<file path="config.mk">
export PLATFORM = sky130hd
export DESIGN_NAME = ecp_core
export DESIGN_NICKNAME = d
export VERILOG_FILES = /design/src/ecp_pkg.sv /design/src/ecp_channel.sv /design/src/ecp_core.sv
export VERILOG_INCLUDE_DIRS = /design/src
export SDC_FILE = /design/constraint.sdc
export NUM_CORES = 2
export LEC_CHECK = 0
export BUFFER_PORTS_ARGS = -buffer_cell sky130_fd_sc_hd__buf_2
export CORE_UTILIZATION = 25
export DETAILED_ROUTE_END_ITERATION = 8
export GPL_ROUTABILITY_DRIVEN = 0
export PLACE_DENSITY = 0.51
export SYNTH_ARGS = -nofsm -noshare
export SYNTH_HDL_FRONTEND = slang
export SYNTH_SLANG_ARGS = --single-unit
</file>
<file path="constraint.sdc">
create_clock -name clk -period 5.25 [get_ports clk]
set_clock_uncertainty 0.1 [all_clocks]
set_input_delay 1.05 -clock clk [delete_from_list [all_inputs] [get_ports clk]]
set_output_delay 1.05 -clock clk [all_outputs]
set_load 0.03 [all_outputs]
</file>
<file path="src/ecp_regs.svh">
// constants for the eight channel pwm core
`ifndef ECP_REGS_SVH
`define ECP_REGS_SVH
`define ECP_NUM_CH 8
`define ECP_CNT_W 8
`define ECP_PER_RST 8'hFF
`define ECP_DTY_RST 8'hFF
`define ECP_CLKSEL_RST 8'h00
`define ECP_CLKAB_RST 8'hCC
`define ECP_SCALE_FULL 9'h100
`endif

</file>
<file path="src/ecp_pkg.sv">
// types for the eight channel pwm core
package ecp_pkg;
  typedef logic [7:0] ecp_byte_t;
  // one channel's register state
  typedef struct packed {
    logic [7:0] cnt;
    logic [7:0] per_buf;
    logic [7:0] dty_buf;
    logic [7:0] per_act;
    logic [7:0] dty_act;
    logic down;
    logic q;
    logic run;
    logic zero_rst;
  } ecp_chan_s;
  // one channel's static controls
  typedef struct packed {
    logic en;
    logic pol;
    logic cae;
    logic scaled;
    logic base_b;
  } ecp_chcfg_s;
  // scaler state
  typedef struct packed {
    logic [7:0] cnt;
    logic div2;
  } ecp_scl_s;
endpackage

</file>
<file path="src/ecp_channel.sv">
// one pwm channel timer
`timescale 1ns/100ps
`include "ecp_regs.svh"
module ecp_channel (
  input wire logic clk, // bus clock
  input wire logic rst, // sync reset
  input wire ecp_pkg::ecp_chcfg_s cfg, // channel controls
  input wire logic tick, // selected channel clock enable
  input wire logic cnt_wr, // counter write strobe
  input wire logic per_wr, // period write strobe
  input wire logic dty_wr, // duty write strobe
  input wire logic [7:0] wdata, // write data
  output logic [7:0] cnt_rd, // counter value
  output logic [7:0] per_rd, // last written period
  output logic [7:0] dty_rd, // last written duty
  output logic pwm_out // waveform
);
  ecp_pkg::ecp_chan_s st;
  ecp_pkg::ecp_chan_s next_st;

  // counter, buffers and output flip-flop
  always_comb begin
    next_st = st;
    // edge synchroniser: the channel runs only from a clock tick after enable
    if (!cfg.en) begin
      next_st.run = 1'b0;
    end else if (tick) begin
      next_st.run = 1'b1;
    end
    if (per_wr) begin
      next_st.per_buf = wdata;
      if (!cfg.en) begin
        next_st.per_act = wdata;
        next_st.zero_rst = (wdata == 8'h00);
      end
    end
    if (dty_wr) begin
      next_st.dty_buf = wdata;
      if (!cfg.en) begin
        next_st.dty_act = wdata;
      end
    end
    // disabling the channel drops buffered values into the active latches
    if (!cfg.en && !per_wr && !dty_wr) begin
      next_st.per_act = st.per_buf;
      next_st.dty_act = st.dty_buf;
    end
    if (!cfg.en && tick && st.zero_rst) begin
      next_st.cnt = 8'h00;
      next_st.zero_rst = per_wr & (wdata == 8'h00); // a fresh zero write wins over the clear
    end
    if (cnt_wr) begin
      next_st.cnt = 8'h00;
      next_st.down = 1'b0;
      next_st.q = 1'b0;
      next_st.per_act = st.per_buf;
      next_st.dty_act = st.dty_buf;
    end else if (cfg.en && st.run && tick) begin
      // counter holds while disabled since this branch needs cfg.en
      if (!cfg.cae) begin
        if (st.cnt + 8'h01 == st.per_act || st.cnt == st.per_act) begin
          next_st.cnt = 8'h00;
          next_st.q = 1'b0;
          next_st.per_act = st.per_buf;
          next_st.dty_act = st.dty_buf;
        end else begin
          next_st.cnt = st.cnt + 8'h01;
          if (st.cnt + 8'h01 == st.dty_act) begin
            next_st.q = ~st.q;
          end
        end
      end else begin
        if (!st.down) begin
          if (st.cnt + 8'h01 >= st.per_act) begin
            next_st.down = 1'b1;
          end
          next_st.cnt = (st.cnt >= st.per_act) ? st.cnt - 8'h01 : st.cnt + 8'h01;
        end else if (st.cnt == 8'h01 || st.cnt == 8'h00) begin
          next_st.cnt = 8'h00;
          next_st.down = 1'b0;
          next_st.per_act = st.per_buf;
          next_st.dty_act = st.dty_buf;
        end else begin
          next_st.cnt = st.cnt - 8'h01;
        end
        if (next_st.cnt == st.dty_act && next_st.cnt != st.cnt) begin
          next_st.q = ~st.q;
        end
      end
    end
  end

  // state register
  always_ff @(posedge clk) begin
    if (rst) begin
      st <= '{cnt: 8'h00, per_buf: `ECP_PER_RST, dty_buf: `ECP_DTY_RST,
              per_act: `ECP_PER_RST, dty_act: `ECP_DTY_RST,
              down: 1'b0, q: 1'b0, run: 1'b0, zero_rst: 1'b0};
    end else begin
      st <= next_st;
    end
  end

  assign cnt_rd = st.cnt;
  assign per_rd = st.per_buf;
  assign dty_rd = st.dty_buf;
  // polarity picks q or not q
  assign pwm_out = cfg.en & (cfg.pol ? ~st.q : st.q);

  // assertions
  AST_CNT_WR_CLEARS: assert property (@(posedge clk) disable iff (rst)
    cnt_wr |=> (cnt_rd == 8'h00))
    else $error("counter not cleared by write");
  AST_HOLD_DISABLED: assert property (@(posedge clk) disable iff (rst)
    (!cfg.en && !cnt_wr && !st.zero_rst) |=> $stable(cnt_rd))
    else $error("counter moved while disabled");
  AST_DIS_WRITE_ACT: assert property (@(posedge clk) disable iff (rst)
    (per_wr && !cfg.en) |=> (st.per_act == $past(wdata)))
    else $error("period latch not written while disabled");
  AST_LEFT_BOUND: assert property (@(posedge clk) disable iff (rst)
    (cfg.en && !cfg.cae && st.per_act != 8'h00 && $stable(cfg.cae) && !cnt_wr
     && $past(cnt_rd) < st.per_act && !per_wr) |-> (cnt_rd <= st.per_act))
    else $error("left aligned count ran past period");
  COV_CNT_WR: cover property (@(posedge clk) cnt_wr);
  COV_CENTER_TURN: cover property (@(posedge clk) cfg.cae && $rose(st.down));
  COV_TOGGLE: cover property (@(posedge clk) cfg.en && $changed(pwm_out));
endmodule // ecp_channel

</file>
<file path="src/ecp_core.sv">
// eight channel pwm core: clock generation and channel array
// How it works
// - base clocks A and B divide bus clock by 1..128 per 3-bit field
// - freeze gate bit plus freeze mode stops the prescaler input
// - all channels disabled stops the prescaler input
// - scaled clocks use 8-bit down counter, reload at one, then divide by two
// - scale zero means 256, giving divide by 512
// - writing a scale value reloads its down counter immediately
// - each channel picks base A, scaled A, base B or scaled B
// - reset selects base A for channels 0,1,4,5 and base B otherwise
// - each channel has 8-bit counter, period and duty
// - enable acts at once; waveform starts at next selected clock tick
// - disabled counter holds and resumes from held value
// - polarity set starts high, goes low at duty; clear is inverse
// - duty match toggles output flip-flop
// - enabled writes buffer until period end, counter write or disable
// - disabled writes update buffer and active latch together
// - counter write clears count, direction up, loads buffers, resets output
// - counter reads never disturb counting
// - disabled zero period write clears counter on next channel tick
// - counter clears at end of each effective period
// - left aligned counts up 0 to period minus 1
// - center aligned turns down at period, up at zero, loads buffers
`timescale 1ns/100ps
`include "ecp_regs.svh"
module ecp_core (
  input wire logic clk, // bus clock, 125 MHz
  input wire logic rst, // sync reset, active high
  input wire logic freeze_mode, // freeze mode signal, async
  input wire logic freeze_gate_bit, // gate prescaler in freeze
  input wire logic [2:0] base_a_divide_sel, // clock A divisor select
  input wire logic [2:0] base_b_divide_sel, // clock B divisor select
  input wire logic [7:0] scale_a_value, // scale A data
  input wire logic scale_a_wr, // scale A write strobe
  input wire logic [7:0] scale_b_value, // scale B data
  input wire logic scale_b_wr, // scale B write strobe
  input wire logic [7:0] channel_enable_bit, // per channel enable
  input wire logic [7:0] channel_polarity_bit, // per channel polarity
  input wire logic [7:0] center_align_bit, // per channel alignment
  input wire logic [7:0] clk_sel_wdata, // scaled select write data
  input wire logic clk_sel_wr, // scaled select write strobe
  input wire logic [7:0] clk_ab_wdata, // base ab select write data
  input wire logic clk_ab_wr, // base ab select write strobe
  input wire logic [7:0] wdata, // channel register write data
  input wire logic [7:0] cnt_wr, // counter write strobes
  input wire logic [7:0] per_wr, // period write strobes
  input wire logic [7:0] dty_wr, // duty write strobes
  output logic [63:0] channel_counter, // counters, ch0 in low byte
  output logic [63:0] channel_period, // period read back
  output logic [63:0] channel_duty, // duty read back
  output logic [7:0] chan_scaled_select, // clock select state
  output logic [7:0] chan_base_ab_select, // clock ab select state
  output logic [7:0] pwm_out // waveform pins
);
  // ************************************
  // state
  // ************************************
  typedef struct packed {
    logic frz_s1;
    logic frz_s2;
    logic [6:0] pre;
    logic [7:0] sel;
    logic [7:0] ab;
    ecp_pkg::ecp_scl_s sa;
    ecp_pkg::ecp_scl_s sb;
  } ecp_core_s;

  ecp_core_s st;
  ecp_core_s next_st;
  logic pre_en;
  logic [7:0] pre_next;
  logic tick_a;
  logic tick_b;
  logic tick_sa;
  logic tick_sb;
  logic pulse_a;
  logic pulse_b;

  // prescaler runs only when not frozen and some channel is on
  assign pre_en = !(freeze_gate_bit && st.frz_s2)
                  && (channel_enable_bit != 8'h00);
  assign pre_next = {1'b0, st.pre} + 8'h01;

  // a base tick fires when the low bits below the divisor all roll over
  function automatic logic div_tick(input logic [6:0] c, input logic [2:0] s);
    logic [6:0] m;
    m = 7'(({7'h00, 1'b1} << s) - 8'h01);
    div_tick = ((c & m) == m);
  endfunction

  assign tick_a = pre_en && div_tick(st.pre, base_a_divide_sel);
  assign tick_b = pre_en && div_tick(st.pre, base_b_divide_sel);
  // scaler pulse on reaching one; a zero load counts 256 ticks
  assign pulse_a = tick_a && (st.sa.cnt == 8'h01);
  assign pulse_b = tick_b && (st.sb.cnt == 8'h01);
  // divide by two: scaled tick on every second pulse
  assign tick_sa = pulse_a && st.sa.div2;
  assign tick_sb = pulse_b && st.sb.div2;

  // ************************************
  // clock generation
  // ************************************
  always_comb begin
    next_st = st;
    next_st.frz_s1 = freeze_mode;
    next_st.frz_s2 = st.frz_s1;
    if (pre_en) begin
      next_st.pre = pre_next[6:0];
    end
    if (scale_a_wr) begin
      next_st.sa.cnt = scale_a_value;
    end else if (pulse_a) begin
      next_st.sa.cnt = scale_a_value;
      next_st.sa.div2 = ~st.sa.div2;
    end else if (tick_a) begin
      next_st.sa.cnt = st.sa.cnt - 8'h01;
    end
    if (scale_b_wr) begin
      next_st.sb.cnt = scale_b_value;
    end else if (pulse_b) begin
      next_st.sb.cnt = scale_b_value;
      next_st.sb.div2 = ~st.sb.div2;
    end else if (tick_b) begin
      next_st.sb.cnt = st.sb.cnt - 8'h01;
    end
    if (clk_sel_wr) begin
      next_st.sel = clk_sel_wdata;
    end
    if (clk_ab_wr) begin
      next_st.ab = clk_ab_wdata;
    end
  end

  // registered state
  always_ff @(posedge clk) begin
    if (rst) begin
      st <= '{frz_s1: 1'b0, frz_s2: 1'b0, pre: 7'h00,
              sel: `ECP_CLKSEL_RST, ab: `ECP_CLKAB_RST,
              sa: '{cnt: 8'h00, div2: 1'b0}, sb: '{cnt: 8'h00, div2: 1'b0}};
    end else begin
      st <= next_st;
    end
  end

  assign chan_scaled_select = st.sel;
  assign chan_base_ab_select = st.ab;

  // ************************************
  // channels
  // ************************************
  genvar g;
  generate
    for (g = 0; g < `ECP_NUM_CH; g++) begin : g_ch
      ecp_pkg::ecp_chcfg_s cfg;
      logic tick;
      assign cfg = '{en: channel_enable_bit[g], pol: channel_polarity_bit[g],
                     cae: center_align_bit[g], scaled: st.sel[g], base_b: st.ab[g]};
      // four way clock choice
      always_comb begin
        unique case ({cfg.base_b, cfg.scaled})
          2'b00: tick = tick_a;
          2'b01: tick = tick_sa;
          2'b10: tick = tick_b;
          2'b11: tick = tick_sb;
        endcase
      end
      ecp_channel ecp_channel_i (
        .clk(clk),
        .rst(rst),
        .cfg(cfg),
        .tick(tick),
        .cnt_wr(cnt_wr[g]),
        .per_wr(per_wr[g]),
        .dty_wr(dty_wr[g]),
        .wdata(wdata),
        .cnt_rd(channel_counter[8*g +: 8]),
        .per_rd(channel_period[8*g +: 8]),
        .dty_rd(channel_duty[8*g +: 8]),
        .pwm_out(pwm_out[g])
      );
    end
  endgenerate

  // ************************************
  // checks
  // ************************************
  AST_FREEZE_HALTS: assert property (@(posedge clk) disable iff (rst)
    (freeze_gate_bit && st.frz_s2) |-> !tick_a && !tick_b)
    else $error("prescaler ran in freeze");
  AST_ALL_OFF_HALTS: assert property (@(posedge clk) disable iff (rst)
    (channel_enable_bit == 8'h00) |=> $stable(st.pre))
    else $error("prescaler ran with all channels off");
  AST_DIV1: assert property (@(posedge clk) disable iff (rst)
    (pre_en && base_a_divide_sel == 3'h0) |-> tick_a)
    else $error("divide by one missed a tick");
  AST_SCALE_RELOAD: assert property (@(posedge clk) disable iff (rst)
    scale_a_wr |=> (st.sa.cnt == $past(scale_a_value)))
    else $error("scale write did not reload");
  AST_PULSE_RELOAD: assert property (@(posedge clk) disable iff (rst)
    (pulse_a && !scale_a_wr) |=> (st.sa.cnt == $past(scale_a_value)) && $changed(st.sa.div2))
    else $error("scaler pulse without reload");
  AST_ZERO_COUNTS: assert property (@(posedge clk) disable iff (rst)
    (tick_a && !scale_a_wr && st.sa.cnt == 8'h00) |=> (st.sa.cnt == 8'hFF))
    else $error("zero scale did not wrap to full count");
  COV_SCALED_A: cover property (@(posedge clk) tick_sa);
  COV_FREEZE: cover property (@(posedge clk) freeze_gate_bit && st.frz_s2);
endmodule // ecp_core

</file>
# Yosys cells after proc, flatten, opt, wreduce, memory -nomap -nowiden
# Cells that the tools add are included.
[classes]
add_sub_neg = 21
mul = 0
n_div = 0
n_lt_le_gt_ge = 16
n_eq_ne = 92
shifts = 2
mux = 270
bitwise_logic = 38
reduce_logical = 191
[op_table]
columns = ["cell", "n"]
rows = [
  ["8-bit two-way mux", 118],
  ["16-bit two-way mux", 32],
  ["18-bit two-way mux", 16],
  ["8-bit equality test", 32],
  ["17-bit two-way mux", 8],
  ["8-bit greater-or-equal comparator", 16],
  ["1-bit two-way mux", 88],
  ["8-bit by 1-bit equality test with 1-bit output, second input constant", 10],
  ["8-bit by 1-bit subtractor with 8-bit output, second input constant", 10],
  ["8-bit logical NOT", 9],
  ["8-bit by 1-bit adder with 8-bit output, second input constant", 8],
  ["1-bit logical AND", 64],
  ["8-bit != test", 8],
  ["2-bit AND reduction", 18],
  ["2-bit equality test, second input constant", 16],
  ["2-bit by 1-bit != test with 1-bit output, second input constant", 16],
  ["1-bit one-hot mux with 4 select lines", 8],
  ["2-bit nonzero test", 16],
  ["2-bit OR reduction", 16],
  ["3-bit nonzero test", 10],
  ["1-bit logical NOT", 25],
  ["3-bit AND reduction", 8],
  ["1-bit NOT", 20],
  ["1-bit bitwise AND", 16],
  ["other kinds (9)", 42],
]
[totals]
register_bits = 395
latch_bits = 0
ram_bits = 0
rom_bits = 0
in_bits = 102
out_inout_bits = 216
elab_cells = 711
mem_count = 0

# Depth between registers and ports, before layout
[logic_depth]
word_depth = 17
depth_mapped = 17
depth_no_buf = 14

# Hierarchy
# From an unflattened synthesis, not the netlist that was laid out.
[unflattened]
cells_unflattened = 3490
area_unflattened_um2 = 29711.0
[modules_own_cells]
columns = ["mod", "instances", "cells_per_inst", "area_each_um2", "seq_area_each_um2"]
rows = [
  ["ecp_channel (g_ch[0].ecp_channel_i ...)", 4, 365, 3265.6, 880.8],
  ["ecp_channel (g_ch[5].ecp_channel_i ...)", 3, 418, 3422.0, 880.8],
  ["ecp_channel (g_ch[1].ecp_channel_i)", 1, 394, 3315.7, 880.8],
  ["ecp_core", 1, 382, 3066.7, 860.8],
]

# Worst setup path after synthesis
# Ideal clock, no wire load.
[synth_timing]
path_kind = "in2reg"
startpoint = "in base_a_divide_sel[2]"
endpoint = "reg g_ch[3].ecp_channel_i.st[12] (netlist name)"
setup_time_ns = 0.120
t_arrival_ns = 4.075
required_ns = 5.030
setup_slack_ns = 0.956
cell_stages = 14
path_buffers = 4
path_cell_list = "buf_2 -> or3_1 -> ha_1 -> nor4b_1 -> nor3_1 -> o22a_1 -> and2_1 -> buf_2 -> a32o_2 -> a41o_1 -> or2_1 -> buf_2 -> buf_6 -> a211o_1"
[synth_between]
elab_chain_cells = 11
[synth_rtl]
columns = ["item", "line", "rtl"]
rows = [
  ["start, declared", "ecp_core.sv:31", "input wire logic [2:0] base_a_divide_sel,"],
  ["1-bit by 3-bit << shifter with 7-bit output (*)", "ecp_core.sv:87", "m = 7'(({7'h00, 1'b1} << s) - 8'h01);"],
  ["7-bit by 1-bit subtractor with 7-bit output (*)", "ecp_core.sv:87", ""],
  ["7-bit bitwise AND", "ecp_core.sv:88", "div_tick = ((c & m) == m);"],
  ["7-bit equality test (*)", "ecp_core.sv:88", ""],
  ["1-bit logical AND (*)", "ecp_core.sv:91", "assign tick_a = pre_en && div_tick(st.pre, base_a_divide_sel);"],
  ["1-bit logical AND", "ecp_core.sv:94", "assign pulse_a = tick_a && (st.sa.cnt == 8'h01);"],
  ["1-bit logical AND", "ecp_core.sv:97", "assign tick_sa = pulse_a && st.sa.div2;"],
  ["1-bit one-hot mux with 4 select lines (*)", "ecp_core.sv:160", "unique case ({cfg.base_b, cfg.scaled})"],
  ["1-bit logical AND (*)", "ecp_channel.sv:58", "end else if (cfg.en && st.run && tick) begin"],
  ["18-bit two-way mux (*)", "ecp_channel.sv:58", ""],
  ["18-bit two-way mux (*)", "ecp_channel.sv:52", "if (cnt_wr) begin"],
  ["end signal, assigned", "ecp_channel.sv:96", "st <= '{cnt: 8'h00, per_buf: `ECP_PER_RST, dty_buf: `ECP_DTY_RST,"],
  ["end signal, assigned", "ecp_channel.sv:100", "st <= next_st;"],
  ["end, declared", "ecp_channel.sv:18", "ecp_pkg::ecp_chan_s st;"],
]
# Every way passes the cells marked *; elsewhere a longest branch is shown, timed or not.
# A chain may end at the register's enable or synchronous reset.

# Final worst setup path
[layout_timing]
startpoint = "reg g_ch[2].ecp_channel_i.st (netlist bit g_ch[2].ecp_channel_i.cnt_rd[5])"
endpoint = "reg g_ch[2].ecp_channel_i.st[16] (netlist name)"
[layout_between]
elab_chain_cells = 7
word_cells_on_any_way = 13
classes_between = "add/sub: 1; eq/ne: 3; mux: 6; reduce/logical: 3"
[layout_rtl]
columns = ["item", "line", "rtl"]
rows = [
  ["start, declared", "ecp_channel.sv:18", ""],
  ["start signal, assigned", "ecp_channel.sv:96", ""],
  ["start signal, assigned", "ecp_channel.sv:100", ""],
  ["8-bit by 1-bit adder with 8-bit output, or another cell as far along", "ecp_channel.sv:61", "if (st.cnt + 8'h01 == st.per_act || st.cnt == st.per_act) begin"],
  ["8-bit equality test or 1-bit logical OR (tied branches)", "ecp_channel.sv:61, ecp_channel.sv:78", ""],
  ["1-bit logical OR or 17-bit two-way mux (tied branches)", "ecp_channel.sv:61, ecp_channel.sv:78", ""],
  ["16-bit two-way mux, on equally long branches", "ecp_channel.sv:61, ecp_channel.sv:73", ""],
  ["16-bit two-way mux (*)", "ecp_channel.sv:60", "if (!cfg.cae) begin"],
  ["18-bit two-way mux (*)", "ecp_channel.sv:58", ""],
  ["18-bit two-way mux (*)", "ecp_channel.sv:52", ""],
]
# Marks and branches as above.

==> results_dict.tcl <==
set metrics [dict create \
    critical-path-top-delay-family "simple AND/OR/NAND/NOR gates" \
    max_stage_delay_ps 740 \
    syn_inst 3804 \
    end_kind "register" \
    rows 126 \
    worst-path-buf-inv 0 \
    routedWlPerCell_um 20.90 \
    dp_hpwl_um 81130 \
    clkTransAtPathRegs_ps 60 \
    vias_per_cell 5.226 \
    cts_tree "done" \
    die_h_um 347.7 \
    fin_nets 4003 \
    drv_cap 0 \
    ctsHoldBuffers 0 \
    mostFrequentLayoutCells "nor2_1, dfxtp_1, buf_2" \
    setup_viol 0 \
    htreeDepth 2 \
    clockBufferDepth 3 \
    start_util_pct 25.26 \
    crit_chain "nand3_1, xnor2_1, ha_1, nand3_1, or3_1, o21ai_0, nor2_1, a21oi_1, a41o_1, nor2_1, nor3_1, a21oi_1" \
    ant_nets 0 \
    cts-root-buf "clkbuf_16" \
    min_period_ps 4478 \
    synth-main-ff-cell "dfxtp_1" \
    crit_arrival_ps 4940 \
    final_common_cell "nor2_1" \
    crit_path_start_kind "register" \
    crit_slowest_cell "nor2_1" \
    total_leakage_power_nw 13.76 \
    fin_area_mm2 0.03300 \
    grt_pass1_wl_um 166300 \
    clkSinkCount 395 \
    ios 318 \
    core-area_mm2 0.1182 \
    outcome "completed" \
    ir_worst_vdd_uv 246.8 \
    p_per_area_mw_per_mm2 257.1 \
    synth_area_mm2 0.02987 \
    crit_required_ps 5710 \
    fmax_mhz 223.3 \
    grt_max_degree 108 \
    wl_um 111200 \
    cts_buffers 53 \
    synth-edff-count 0 \
    gr-usage-all-layers_pct 17.76 \
    finalCritPeriodShare_pct 85.30 \
    cts_setup_buffers 0 \
    worstPathMaxFanout 16 \
    hold_viol 0 \
    placed_area_mm2 0.03120 \
    ys_seq_area_share_pct 26.47 \
    sequential_cell_area_mm2 0.007908 \
    synthArstFlopShare_pct 0 \
    synth-seq-cells 395 \
    overflow 0 \
    drive_gt1_share_pct 15.01 \
    relSlewSlack_pct 21.50 \
    utilization_pct 27.91 \
    cts_resized 0 \
    clock_latency_ps 650 \
    drv_slew 0 \
    vias 27817 \
    path_class "register to register" \
    syn_nets 4065 \
    final.fill_count 12844 \
    yosysWarnings 0 \
    port_buffers 317 \
    postSynthAreaPerCell_um2 7.852 \
    grt_pass1_vias 25649 \
    drt_iter0_drc 2353 \
    drt_pass1_iterations 6 \
    fp.dieW_um 347.7 \
    tns_ps 0 \
    rsz0062_at_grt "no" \
    die-area_mm2 0.1209 \
    worst_pin_slew_ps 1178 \
    hp-class "register to register" \
    multi_input_area_mm2 0.01861 \
    synthToLayoutAreaGrowth_pct 10.47 \
    yosysUniqueCellTypes 104 \
    drc_errors 0 \
    antenna_found_initial 12 \
]
[worst paths after layout]
check	startpoint	end	slack [ps]	cells past startpoint
max	g_ch[2].ecp_channel_i.cnt_rd[5]$_SDFFE_PP0P_	g_ch[2].ecp_channel_i.st[16]$_SDFF_PP1_	770	12
max reg2reg	g_ch[2].ecp_channel_i.cnt_rd[5]$_SDFFE_PP0P_	g_ch[2].ecp_channel_i.st[16]$_SDFF_PP1_	770	12
min	next_st[41]$_SDFF_PP0_	st[41]$_SDFF_PP0_	350	1
min reg2reg	next_st[41]$_SDFF_PP0_	st[41]$_SDFF_PP0_	350	1
[cell usage after synthesis, drive strengths merged (30+ instances only)]
| library cell | number | area (um2) |
|---|---|---|
| dfxtp | 395 | 7908 |
| nor2b | 167 | 1045 |
| or3 | 30 | 192.7 |
| nand3 | 86 | 430.4 |
| nand2b | 38 | 237.7 |
| nor4 | 35 | 244.0 |
| mux2i | 52 | 533.0 |
| a211oi | 64 | 500.5 |
| clkbuf | 236 | 905.9 |
| xor2 | 73 | 639.4 |
| ha | 159 | 1989 |
| xnor2 | 113 | 989.7 |
| a211o | 245 | 2146 |
| a221oi | 67 | 586.8 |
| a31oi | 38 | 252.7 |
| inv | 140 | 525.5 |
| nor3 | 98 | 490.5 |
| nor3b | 84 | 630.6 |
| o21ai | 125 | 625.6 |
| a21oi | 259 | 1304 |
| nor2 | 428 | 1607 |
| nand4 | 44 | 275.3 |
| buf | 277 | 1921 |
| nand2 | 155 | 581.8 |
[flip-flops by register name (all words and copies together), names as in the netlist]
register,cells
g_ch.ecp_channel_i.per_rd,64
g_ch.ecp_channel_i.dty_rd,64
chan_base_ab_select,8
st,26
next_st,1
chan_scaled_select,8
g_ch.ecp_channel_i.cnt_rd,64
g_ch.ecp_channel_i.st,160
[report_power, final]
part / switching [mW] / internal, mW / total [mW]
Clock: 1.56 / 2.21 / 3.77
Sequential: 0.195 / 3.16 / 3.36
Combinational: 0.862 / 0.488 / 1.35
Total: 2.62 / 5.86 / 8.48
[metal layers]
metal	track usage (%)	part of all wire, %	vias up
li1	-	-	13412
met1	23.57	44	13348
met2	28.36	45	900
met3	4.483	8.0	151
met4	4.738	2.4	6
met5	0	0.029	-
[worst reg2reg max path, cell delays in order, from the launching register on]
cell     delay, ps
dfxtp_1        690
nand3_1        430
xnor2_1        470
ha_1           330
nand3_1        110
or3_1          130
o21ai_0        250
nor2_1         460
a21oi_1        170
a41o_1         290
nor2_1         740
nor3_1          90
a21oi_1        150
[stage by stage]
step / hold slack, ps / std cells / setup slack [ps] / power (mW)
6_report: 349.2 / 5323 / 771.7 / 8.484
5_1_grt: 381.5 / 5322 / 244.5 / 8.868
4_1_cts: 350.3 / 5321 / 819.0 / 8.598
3_5_place_dp: 330.2 / 5223 / 372.5 / 4.771
3_3_place_gp: 340.6 / 5223 / 395.0 / 4.755
2_1_floorplan: 313.8 / 3804 / 955.8 / 4.407
[final cells by class]
type	instances	share of cell area, %
timing repair buffer	396	6.750
tap	1536	5.825
inverter	140	1.593
antenna	2	0.01517
clock buffer	76	4.585
clock inverter	22	0.8532
multi-input combinational	2756	56.41
sequential	395	23.97
[kinds of logic (layout without fill, tap and decap cells)]
group | Yosys count | count (layout) | synth area share (%)
buf+inv | 653 | 634 | 11.22
fa+ha+maj | 159 | 159 | 6.661
simple gates | 1286 | 1286 | 22.27
other cells | 0 | 2 | 0
compound gates | 1051 | 1051 | 25.26
flops | 395 | 395 | 26.47
xor+xnor | 187 | 187 | 5.534
mux | 73 | 73 | 2.576
Note: power is estimated with default switching activity, not from simulation.
